==> config.mk <==
export PLATFORM = sky130hd
export DESIGN_NAME = ipa_arbiter
export DESIGN_NICKNAME = d
export VERILOG_FILES = /design/src/shared/ipa_pkg.sv /design/src/design/ipa_arbiter.sv
export VERILOG_INCLUDE_DIRS = /design/src /design/src/shared
export SDC_FILE = /design/constraint.sdc
export NUM_CORES = 1
export LEC_CHECK = 0
export BUFFER_PORTS_ARGS = -buffer_cell sky130_fd_sc_hd__buf_4
export CAP_MARGIN = 20
export CORE_ASPECT_RATIO = 0.5
export CORE_MARGIN = 10
export CORE_UTILIZATION = 57
export DETAILED_ROUTE_END_ITERATION = 8
export GPL_ROUTABILITY_DRIVEN = 0
export GPL_TIMING_DRIVEN = 0
export PLACE_DENSITY = 0.88
export SLEW_MARGIN = 15
export SYNTH_ARGS = -nofsm -noshare
export SYNTH_HDL_FRONTEND = slang
export SYNTH_SLANG_ARGS = --single-unit
==> constraint.sdc <==
create_clock -name core_clk -period 18.2 [get_ports core_clk]
set_input_delay 1.82 -clock core_clk [delete_from_list [all_inputs] [get_ports core_clk]]
set_output_delay 1.82 -clock core_clk [all_outputs]
set_load 0.05 [all_outputs]
==> src/shared/ipa_cfg.svh <==
`ifndef IPA_CFG_SVH
`define IPA_CFG_SVH

// Register byte offsets
`define IPA_REG_MASK     8'h00
`define IPA_REG_VBR      8'h04
`define IPA_REG_TMR      8'h08
`define IPA_REG_EDGE     8'h0C
`define IPA_REG_SIMID    8'h10
`define IPA_REG_MODID    8'h14
`define IPA_REG_STATUS   8'h18

// Field positions
`define IPA_LVL_MSB      2
`define IPA_VEC_LSB      8
`define IPA_VEC_MSB      15
`define IPA_ID_W         4
`define IPA_ST_NMI       3
`define IPA_ST_STATE_LSB 4
`define IPA_ST_STATE_MSB 6
`define IPA_ST_VEC_LSB   8
`define IPA_ST_VEC_MSB   15

// Reset values
`define IPA_MASK_RST     3'h7
`define IPA_VBR_RST      32'h0000_0000
`define IPA_SIMID_RST    4'hF
`define IPA_MODID_RST    4'h0
`define IPA_LVLREG_RST   3'h0
`define IPA_VEC_RST      8'h0F

// Acknowledge cycle encoding
`define IPA_FC_CPU       3'h7
`define IPA_ACK_HIGH     20'hFFFFF
`define IPA_ACK_A0       1'h1

// Levels and identifiers
`define IPA_LVL_NONE     3'h0
`define IPA_LVL_NMI      3'h7
`define IPA_ID_NONE      4'h0

// Vector numbers
`define IPA_SPUR_VEC     8'h18
`define IPA_AUTO_BASE    8'h18

// Timing
`define IPA_CLK_NS       5
`define IPA_BUSMON_NS    320
`define IPA_BUSMON_CYC   ((`IPA_BUSMON_NS) / (`IPA_CLK_NS))

`endif

==> src/shared/ipa_pkg.sv <==
package ipa_pkg;

	typedef enum logic [2:0] {
		S_IDLE  = 3'h0,
		S_ACK   = 3'h1,
		S_ARB   = 3'h3,
		S_EXT   = 3'h2,
		S_FETCH = 3'h6,
		S_LOAD  = 3'h7
	} ipa_state_t;

	// Acknowledge cycle presented on the CPU-space bus
	typedef struct packed {
		logic        active;
		logic [2:0]  fc;
		logic [23:0] addr;
	} ipa_ack_t;

	// Vector table fetch request toward the core
	typedef struct packed {
		logic        req;
		logic [31:0] addr;
	} ipa_fetch_t;

endpackage : ipa_pkg

==> src/design/ipa_arbiter.sv <==
// Implementation choices: the placing of the registers and the APB register port.
`timescale 1ns/1ps
`include "ipa_cfg.svh"
// What this block does
// - 3-bit mask blocks levels at/below it, not seven
// - seven lines are levels one to seven
// - timer and edge levels; zero disables source
// - internal and external requests wired-NOR per level
// - pins active low; level 7 needs edge
// - NMI on new level 7 or mask leaving seven
// - request valid after two consecutive samples
// - valid request waits for instruction boundary
// - pending level not latched; higher supersedes
// - acknowledged level copied into mask
// - acknowledge drives all-ones function code and address, except level on address bits 3:1
// - same level resolved by 4-bit identifier contention
// - winning identifier zero gives spurious exception
// - reset identifiers: integration one 1111, others 0000
// - integration identifier gates external acknowledge forwarding
// - no contender ends cycle with bus fault
// - winner gives vector or asks autovector
// - external answers with size ack; timeout is spurious
// - autovector derives vector from level
// - integration sources: timer, pins, then edge
// - vector fetched and loaded into program counter
// - vector base resets to zero, software writable
module ipa_arbiter
	import ipa_pkg::*;
#(
	parameter int       NMOD       = 4,
	parameter int       BUSMON_CYC = `IPA_BUSMON_CYC,
	parameter bit [7:0] SPUR_VEC   = `IPA_SPUR_VEC,
	parameter bit [7:0] AUTO_BASE  = `IPA_AUTO_BASE
)
(
	// Clock and reset
	input  wire logic                 core_clk,
	input  wire logic                 rst,
	// APB register port
	input  wire logic                 psel,
	input  wire logic                 penable,
	input  wire logic                 pwrite,
	input  wire logic [7:0]           paddr,
	input  wire logic [31:0]          pwdata,
	output logic [31:0]               prdata,
	output logic                      pready,
	output logic                      pslverr,
	// Request sources
	input  wire logic [7:1]           extIrqN,
	input  wire logic [NMOD-1:0]      modReq,
	input  wire logic [NMOD-1:0][2:0] modLvl,
	input  wire logic [NMOD-1:0][7:0] modVec,
	input  wire logic [NMOD-1:0]      modAvec,
	input  wire logic                 timerReq,
	input  wire logic                 edgeReq,
	// Source acknowledges
	output logic [NMOD-1:0]           modAck,
	output logic                      timerAck,
	output logic                      edgeAck,
	// Acknowledge cycle and external termination
	output ipa_ack_t                  ackBus,
	output logic                      extAckCycle,
	input  wire logic                 sizeAckN,
	input  wire logic                 autovectorReqN,
	input  wire logic                 busFaultN,
	input  wire logic [7:0]           extData,
	output logic                      busFaultOut,
	output logic                      spuriousEvt,
	// Core side
	input  wire logic                 instrBoundary,
	output ipa_fetch_t                fetch,
	input  wire logic                 fetchDone,
	input  wire logic [31:0]          fetchData,
	output logic                      pcLoad,
	output logic [31:0]               pcValue
);

	localparam int MON_BOUND = BUSMON_CYC + 2;

	ipa_state_t            stateQ;
	logic [2:0]            maskQ;
	logic [2:0]            maskPrevQ;
	logic [31:0]           vbrQ;
	logic [2:0]            tmrLvlQ;
	logic [7:0]            tmrVecQ;
	logic [2:0]            edgeLvlQ;
	logic [7:0]            edgeVecQ;
	logic [3:0]            simIdQ;
	logic [NMOD-1:0][3:0]  modIdQ;
	logic [7:1]            rawLine;
	logic [7:1]            sampleAQ;
	logic [7:1]            sampleBQ;
	logic [7:1]            lvlValid;
	logic                  valid7PrevQ;
	logic                  nmiPendQ;
	logic [2:0]            pendLvl;
	logic [2:0]            ackLevelQ;
	logic [7:0]            vecQ;
	logic [31:0]           pcValueQ;
	logic [$clog2(MON_BOUND+1)-1:0] monCntQ;
	logic                  startAck;
	logic                  tmrHit;
	logic                  extHit;
	logic                  edgeHit;
	logic                  simHit;
	logic [3:0]            winId;
	logic [NMOD-1:0]       winMod;
	logic                  simWins;
	logic                  apbSetup;
	logic                  apbWrite;

	// Internal requests join the pin levels here; pins are only read
	genvar gl;
	generate
		for (gl = 1; gl <= 7; gl++)
		begin : g_line
			logic modOn;
			always_comb
			begin
				modOn = 1'b0;
				for (int m = 0; m < NMOD; m++)
					modOn = modOn | (modReq[m] && modLvl[m] == 3'(gl));
			end
			assign rawLine[gl] = ~extIrqN[gl] | modOn
				| (timerReq && tmrLvlQ == 3'(gl))
				| (edgeReq && edgeLvlQ == 3'(gl));
		end
	endgenerate

	// Rising-edge sampling stands in for the falling-edge pair; the
	// two-sample filter is what matters for validity
	always_ff @(posedge core_clk or posedge rst)
		if (rst)
		begin
			sampleAQ <= '0;
			sampleBQ <= '0;
		end
		else
		begin
			sampleAQ <= rawLine;
			sampleBQ <= sampleAQ;
		end
	assign lvlValid = sampleAQ & sampleBQ;

	// Level 7 edge tracking; a new edge wins over the clear by acknowledge
	always_ff @(posedge core_clk or posedge rst)
		if (rst)
		begin
			valid7PrevQ <= 1'b0;
			maskPrevQ   <= `IPA_MASK_RST;
			nmiPendQ    <= 1'b0;
		end
		else
		begin
			valid7PrevQ <= lvlValid[7];
			maskPrevQ   <= maskQ;
			if ((lvlValid[7] && !valid7PrevQ) ||
				(lvlValid[7] && maskPrevQ == `IPA_LVL_NMI &&
				maskQ != `IPA_LVL_NMI))
				nmiPendQ <= 1'b1;
			else if (startAck && pendLvl == `IPA_LVL_NMI)
				nmiPendQ <= 1'b0;
		end

	// Highest live level above the mask; recomputed every cycle
	always_comb
	begin
		pendLvl = `IPA_LVL_NONE;
		for (int l = 1; l < 7; l++)
			if (lvlValid[l] && 3'(l) > maskQ)
				pendLvl = 3'(l);
		if (nmiPendQ && lvlValid[7])
			pendLvl = `IPA_LVL_NMI;
	end
	assign startAck = stateQ == S_IDLE && instrBoundary &&
		pendLvl != `IPA_LVL_NONE;

	// Contention; the widest compare equals the serial bit-by-bit walk
	assign tmrHit  = timerReq && tmrLvlQ == ackLevelQ;
	assign extHit  = ackLevelQ != `IPA_LVL_NONE && !extIrqN[ackLevelQ];
	assign edgeHit = edgeReq && edgeLvlQ == ackLevelQ;
	assign simHit  = tmrHit | extHit | edgeHit;
	always_comb
	begin
		winId   = `IPA_ID_NONE;
		winMod  = '0;
		simWins = 1'b0;
		if (simHit)
		begin
			winId   = simIdQ;
			simWins = simIdQ != `IPA_ID_NONE;
		end
		for (int m = 0; m < NMOD; m++)
			if (modReq[m] && modLvl[m] == ackLevelQ &&
				modIdQ[m] > winId)
			begin
				winId   = modIdQ[m];
				winMod  = '0;
				winMod[m] = 1'b1;
				simWins = 1'b0;
			end
	end

	// Acknowledge sequence
	always_ff @(posedge core_clk or posedge rst)
		if (rst)
		begin
			stateQ    <= S_IDLE;
			ackLevelQ <= `IPA_LVL_NONE;
			vecQ      <= SPUR_VEC;
			monCntQ   <= '0;
		end
		else
		begin
			case (stateQ)
				S_IDLE:
					if (startAck)
					begin
						ackLevelQ <= pendLvl;
						stateQ    <= S_ACK;
					end
				S_ACK:
					stateQ <= S_ARB;
				S_ARB:
				begin
					stateQ <= S_FETCH;
					if (winId == `IPA_ID_NONE)
						vecQ <= SPUR_VEC;
					else if (!simWins)
					begin
						for (int m = 0; m < NMOD; m++)
							if (winMod[m])
								vecQ <= modAvec[m] ? AUTO_BASE + 8'(ackLevelQ)
									: modVec[m];
					end
					else if (tmrHit)
						vecQ <= tmrVecQ;
					else if (extHit)
					begin
						monCntQ <= '0;
						stateQ  <= S_EXT;
					end
					else
						vecQ <= edgeVecQ;
				end
				S_EXT:
				begin
					monCntQ <= monCntQ + 1'b1;
					if (!autovectorReqN)
					begin
						vecQ   <= AUTO_BASE + 8'(ackLevelQ);
						stateQ <= S_FETCH;
					end
					else if (!sizeAckN)
					begin
						vecQ   <= extData;
						stateQ <= S_FETCH;
					end
					else if (!busFaultN ||
						monCntQ >= ($bits(monCntQ))'(BUSMON_CYC - 1))
					begin
						vecQ   <= SPUR_VEC;
						stateQ <= S_FETCH;
					end
				end
				S_FETCH:
					if (fetchDone)
						stateQ <= S_LOAD;
				S_LOAD:
					stateQ <= S_IDLE;
				default:
					stateQ <= S_IDLE;
			endcase
		end

	// Termination pulses and program counter value
	always_ff @(posedge core_clk or posedge rst)
		if (rst)
		begin
			modAck      <= '0;
			timerAck    <= 1'b0;
			edgeAck     <= 1'b0;
			spuriousEvt <= 1'b0;
			busFaultOut <= 1'b0;
			pcValueQ    <= '0;
		end
		else
		begin
			modAck      <= (stateQ == S_ARB) ? winMod : '0;
			timerAck    <= stateQ == S_ARB && simWins && tmrHit;
			edgeAck     <= stateQ == S_ARB && simWins && !tmrHit &&
				!extHit && edgeHit;
			busFaultOut <= (stateQ == S_ARB && winId == `IPA_ID_NONE) ||
				(stateQ == S_EXT && autovectorReqN && sizeAckN &&
				monCntQ >= ($bits(monCntQ))'(BUSMON_CYC - 1));
			spuriousEvt <= (stateQ == S_ARB && winId == `IPA_ID_NONE) ||
				(stateQ == S_EXT && autovectorReqN && sizeAckN &&
				(!busFaultN ||
				monCntQ >= ($bits(monCntQ))'(BUSMON_CYC - 1)));
			if (stateQ == S_FETCH && fetchDone)
				pcValueQ <= fetchData;
		end

	assign ackBus.active = stateQ == S_ACK || stateQ == S_ARB ||
		stateQ == S_EXT;
	assign ackBus.fc     = ackBus.active ? `IPA_FC_CPU : 3'h0;
	assign ackBus.addr   = ackBus.active ?
		{`IPA_ACK_HIGH, ackLevelQ, `IPA_ACK_A0} : 24'h000000;
	assign extAckCycle   = stateQ == S_EXT;
	assign fetch.req     = stateQ == S_FETCH;
	assign fetch.addr    = vbrQ + {22'h000000, vecQ, 2'h0};
	assign pcLoad        = stateQ == S_LOAD;
	assign pcValue       = pcValueQ;

	// APB slave: zero wait states, read data built in the setup cycle
	assign apbSetup = psel && !penable;
	assign apbWrite = psel && penable && pwrite;
	assign pready   = psel && penable;

	always_ff @(posedge core_clk or posedge rst)
		if (rst)
		begin
			maskQ    <= `IPA_MASK_RST;
			vbrQ     <= `IPA_VBR_RST;
			tmrLvlQ  <= `IPA_LVLREG_RST;
			tmrVecQ  <= `IPA_VEC_RST;
			edgeLvlQ <= `IPA_LVLREG_RST;
			edgeVecQ <= `IPA_VEC_RST;
			simIdQ   <= `IPA_SIMID_RST;
			modIdQ   <= {NMOD{`IPA_MODID_RST}};
		end
		else
		begin
			// The acknowledge wins over a same-cycle software write
			if (startAck)
				maskQ <= pendLvl;
			else if (apbWrite && paddr == `IPA_REG_MASK)
				maskQ <= pwdata[`IPA_LVL_MSB:0];
			if (apbWrite)
				case (paddr)
					`IPA_REG_VBR:
						vbrQ <= pwdata;
					`IPA_REG_TMR:
					begin
						tmrLvlQ <= pwdata[`IPA_LVL_MSB:0];
						tmrVecQ <= pwdata[`IPA_VEC_MSB:`IPA_VEC_LSB];
					end
					`IPA_REG_EDGE:
					begin
						edgeLvlQ <= pwdata[`IPA_LVL_MSB:0];
						edgeVecQ <= pwdata[`IPA_VEC_MSB:`IPA_VEC_LSB];
					end
					`IPA_REG_SIMID:
						simIdQ <= pwdata[`IPA_ID_W-1:0];
					`IPA_REG_MODID:
						for (int m = 0; m < NMOD; m++)
							modIdQ[m] <= pwdata[m*`IPA_ID_W +: `IPA_ID_W];
					default:
						;
				endcase
		end

	always_ff @(posedge core_clk or posedge rst)
		if (rst)
		begin
			prdata  <= '0;
			pslverr <= 1'b0;
		end
		else if (apbSetup)
		begin
			prdata  <= '0;
			pslverr <= 1'b0;
			case (paddr)
				`IPA_REG_MASK:
					prdata[`IPA_LVL_MSB:0] <= maskQ;
				`IPA_REG_VBR:
					prdata <= vbrQ;
				`IPA_REG_TMR:
					prdata <= {16'h0000, tmrVecQ, 5'h00, tmrLvlQ};
				`IPA_REG_EDGE:
					prdata <= {16'h0000, edgeVecQ, 5'h00, edgeLvlQ};
				`IPA_REG_SIMID:
					prdata[`IPA_ID_W-1:0] <= simIdQ;
				`IPA_REG_MODID:
					for (int m = 0; m < NMOD; m++)
						prdata[m*`IPA_ID_W +: `IPA_ID_W] <= modIdQ[m];
				`IPA_REG_STATUS:
				begin
					prdata[`IPA_LVL_MSB:0] <= pendLvl;
					prdata[`IPA_ST_NMI] <= nmiPendQ;
					prdata[`IPA_ST_STATE_MSB:`IPA_ST_STATE_LSB] <= stateQ;
					prdata[`IPA_ST_VEC_MSB:`IPA_ST_VEC_LSB] <= vecQ;
				end
				default:
					pslverr <= 1'b1;
			endcase
		end

	// Checks
	property p_twoSamples;
		@(posedge core_clk) disable iff (rst)
		lvlValid[3] |-> $past(rawLine[3], 1) && $past(rawLine[3], 2);
	endproperty
	a_twoSamples: assert property (p_twoSamples)
		else $error("level valid without two samples");

	property p_startAbove;
		@(posedge core_clk) disable iff (rst)
		startAck |=> stateQ == S_ACK &&
			(ackLevelQ > $past(maskQ) || ackLevelQ == `IPA_LVL_NMI);
	endproperty
	a_startAbove: assert property (p_startAbove)
		else $error("acknowledged level not above mask");

	property p_maskCopy;
		@(posedge core_clk) disable iff (rst)
		$rose(stateQ == S_ACK) |-> maskQ == ackLevelQ;
	endproperty
	a_maskCopy: assert property (p_maskCopy)
		else $error("mask not loaded with acknowledged level");

	property p_ackAddr;
		@(posedge core_clk) disable iff (rst)
		ackBus.active |-> ackBus.fc == `IPA_FC_CPU &&
			ackBus.addr[23:4] == `IPA_ACK_HIGH && ackBus.addr[0] &&
			ackBus.addr[3:1] == ackLevelQ;
	endproperty
	a_ackAddr: assert property (p_ackAddr)
		else $error("acknowledge address malformed");

	property p_nmiEdge;
		@(posedge core_clk) disable iff (rst)
		(lvlValid[7] && !valid7PrevQ) |=> nmiPendQ;
	endproperty
	a_nmiEdge: assert property (p_nmiEdge)
		else $error("level 7 edge not pending");

	property p_noContender;
		@(posedge core_clk) disable iff (rst)
		(stateQ == S_ARB && winId == `IPA_ID_NONE) |=>
			busFaultOut && spuriousEvt && vecQ == SPUR_VEC;
	endproperty
	a_noContender: assert property (p_noContender)
		else $error("missing contender not spurious");

	property p_busMon;
		@(posedge core_clk) disable iff (rst)
		$rose(stateQ == S_EXT) |-> ##[1:MON_BOUND] stateQ != S_EXT;
	endproperty
	a_busMon: assert property (p_busMon)
		else $error("external acknowledge never ended");

	property p_autoVec;
		@(posedge core_clk) disable iff (rst)
		(stateQ == S_EXT && !autovectorReqN) |=>
			vecQ == AUTO_BASE + 8'(ackLevelQ) && stateQ == S_FETCH;
	endproperty
	a_autoVec: assert property (p_autoVec)
		else $error("autovector number wrong");

	property p_vecAddr;
		@(posedge core_clk) disable iff (rst)
		fetch.req |-> fetch.addr == vbrQ + {22'h000000, vecQ, 2'h0};
	endproperty
	a_vecAddr: assert property (p_vecAddr)
		else $error("vector address wrong");

	property p_pcLoad;
		@(posedge core_clk) disable iff (rst)
		(stateQ == S_FETCH && fetchDone) |=>
			pcLoad && pcValue == $past(fetchData) ##1 stateQ == S_IDLE;
	endproperty
	a_pcLoad: assert property (p_pcLoad)
		else $error("handler address not loaded");

endmodule : ipa_arbiter

==> impl_metrics.toml <==
[outcome]
status = "complete, no violations"

[grt]
met2_usage = 0.484
grtUsageMet3 = 0.0757
busiest_layer = "met2"
grt_max_degree = 97
antenna_found_initial = 0
met1_usage = 0.342
grt_usage = 0.283
overflow = 0
grt_first_pass_wirelength_um = 56500
first_global_vias = 10233

[setup_path]
worstRegToRegCells = 38
path_buf_inv = 6
critPathCapture = "vecQ[7]"
critPathMaxStageDelay_ns = 0.78
cp.required_ns = 18.53
critPathSlowestCell = "a211oi_1"
cp-end-kind = "flop"
cp_top_family = "compound AO/OA/AOI/OAI gates"
crit_type = "in2reg"
r2r_slack_ns = 7.92
worstSetupPathDepth = 37
crit_fanout = 10
start_kind = "input port"
arrival_ns = 11.26
r2r-end = "vecQ[7]"
r2r-start = "tmrLvlQ[0]"
cp-startpoint = "extIrqN[7]"

[place]
placed_cell_area_um2 = 13300
numPortBuffers = 281
dp_hpwl_um = 28800

[sta]
finalSetupViolCount = 0
tightestPinTransition_ns = 1.13
hold_viol = 0
period_minus_slack_ns = 10.93
slew_headroom = 0.244
fin_crit_sh = 0.601
clock_skew_ns = 0.0154
rsz0062_at_grt = "no"
maxSlewViolCount = 0
tns_ns = 0
fmax_mhz = 91.5

[routing]
wire_per_inst_um = 22.4
via_per_inst = 6.18
wirelength_um = 36900
ant_nets = 0
routed-via-count = 10181
drt_iter0_drc = 1285
post-route-drc-count = 0
dr.pass1.iters = 7

[pwr]
power.leakage_nw = 6.60
p_per_area_nw_per_um2 = 131
ir_drop_v = 0.0000845
finalPower_mw = 1.81

[cts]
ctsHtreeMaxLevel = 4
clk_pin_slew_ns = 0.07
cts_buffers = 17
post_cts_resized = 0
cts_hold_buf = 0
clock-sinks = 190
cts_tree = "built"
cts_buffer_depth = 2
clk_latency_ns = 0.44
post_cts_buffers = 0
cts-root-buf = "clkbuf_16"

[floorplan]
fp.coreArea_um2 = 18500
die_x_um = 215
dieArea_um2 = 25200
die_h_um = 117
ios = 288
fp-row-count = 35
initial_utilization = 0.584

[layout]
final_area_um2 = 13800
fin_util = 0.749
multiInputGateArea_um2 = 5470
layout-drive-gt1-share = 0.356
fillers = 1294
syn_to_final_growth_pct = 28.3
layout.nets = 1552
antenna_cells = 0
regArea_um2 = 4780

[yosys]
synth_fp_nets = 1249
synth_cell_types = 68
synth_largest_area_cell = "dfrtp_1"
synth_top_flop_cell = "dfrtp_1"
yosys.area.top_type_share = 0.394
netlist_instances = 1073
synth_edf_count = 0
synth.area.top_cells = "dfrtp_1, mux2_2, dfstp_2"
yosys_warnings = 0
yosysMostFrequentCell = "dfrtp_1"
syn-cell-area_um2 = 10800
ys_ff_latch = 190
synth.avg_cell_area_um2 = 10.1
seq_area_frac_synth = 0.443
synthArstFlopShare = 1.00
synth_commonest_cells = "dfrtp_1, nand2_1, mux2_2, nor2_1, o21ai_0"

[run]
max-cap-violations = 0

[min_path]
holdCritPathClass = "reg2reg"
[worst min path at each step]
stage	startpoint	end	slack (ns)	cells past startpoint
after floorplan	maskQ[2]	maskPrevQ[2]	0.35	0
after global placement	maskQ[2]	maskPrevQ[2]	0.36	0
after detailed placement	maskQ[2]	maskPrevQ[2]	0.36	0
after CTS	maskQ[2]	maskPrevQ[2]	0.37	0
after global routing	maskQ[2]	maskPrevQ[2]	0.38	0
final	maskQ[2]	maskPrevQ[2]	0.37	0
[cells by family after synthesis]
family                   share of synthesized area
AO/OA/AOI/OAI                                0.131
XOR/XNOR                                    0.0414
adder cells (fa/ha/maj)                     0.0297
buffers and inverters                       0.0505
flip-flops                                   0.443
multiplexers                                 0.146
AND/OR/NAND/NOR                              0.158
[cell type report]
cell class / count / area share
timing repair buffer: 284 / 0.155
clock inverter: 13 / 0.00895
clock buffer: 19 / 0.0320
multi-input combinational: 769 / 0.395
tap: 259 / 0.0234
inverter: 34 / 0.00976
buffer: 80 / 0.0301
sequential: 190 / 0.345
[sequential cells by signal (all words and copies together) (netlist names), 3 cells and up, named ones only]
name and cells:
pcValue 32, prdata 32, vbrQ 32, modIdQ 16
edgeVecQ 8, tmrVecQ 8, vecQ 8, monCntQ 7
sampleAQ 7, sampleBQ 7, modAck 4, simIdQ 4
ackLevelQ 3, edgeLvlQ 3, maskPrevQ 3, maskQ 3
tmrLvlQ 3
[layer usage]
metal | part of all wire | up-vias
met1 | 0.38 | 4942
met5 | 0 | -
met2 | 0.49 | 662
met3 | 0.097 | 119
li1 | - | 4458
met4 | 0.032 | 0
[cells in the final DEF, fill, tap and decap left out, types with 33 or more instances in the layout]
cell type and n:
buf_4 310, clkbuf_1 39, nand2_1 122, inv_1 33, xnor2_1 36, dfrtp_1 170
nand3_1 39, mux2_2 114, nor2_1 63, o21ai_0 47
[report_power, final]
part	leakage (nW)	internal [mW]	switching (mW)	total, mW
clock	0.277	0.185	0.180	0.365
sequential	2.40	0.499	0.0569	0.556
combinational	3.92	0.312	0.580	0.892
total	6.60	0.996	0.817	1.81
[metrics by stage]
step	hold WS, ns	setup WS [ns]	cells
after CTS	0.370	7.52	1648
after detailed placement	0.361	7.18	1616
final	0.370	7.27	1648
after global routing	0.377	6.63	1648
after floorplan	0.353	8.59	1073
after global placement	0.357	7.31	1613
No activity file was read; power rests on OpenSTA's default activity.
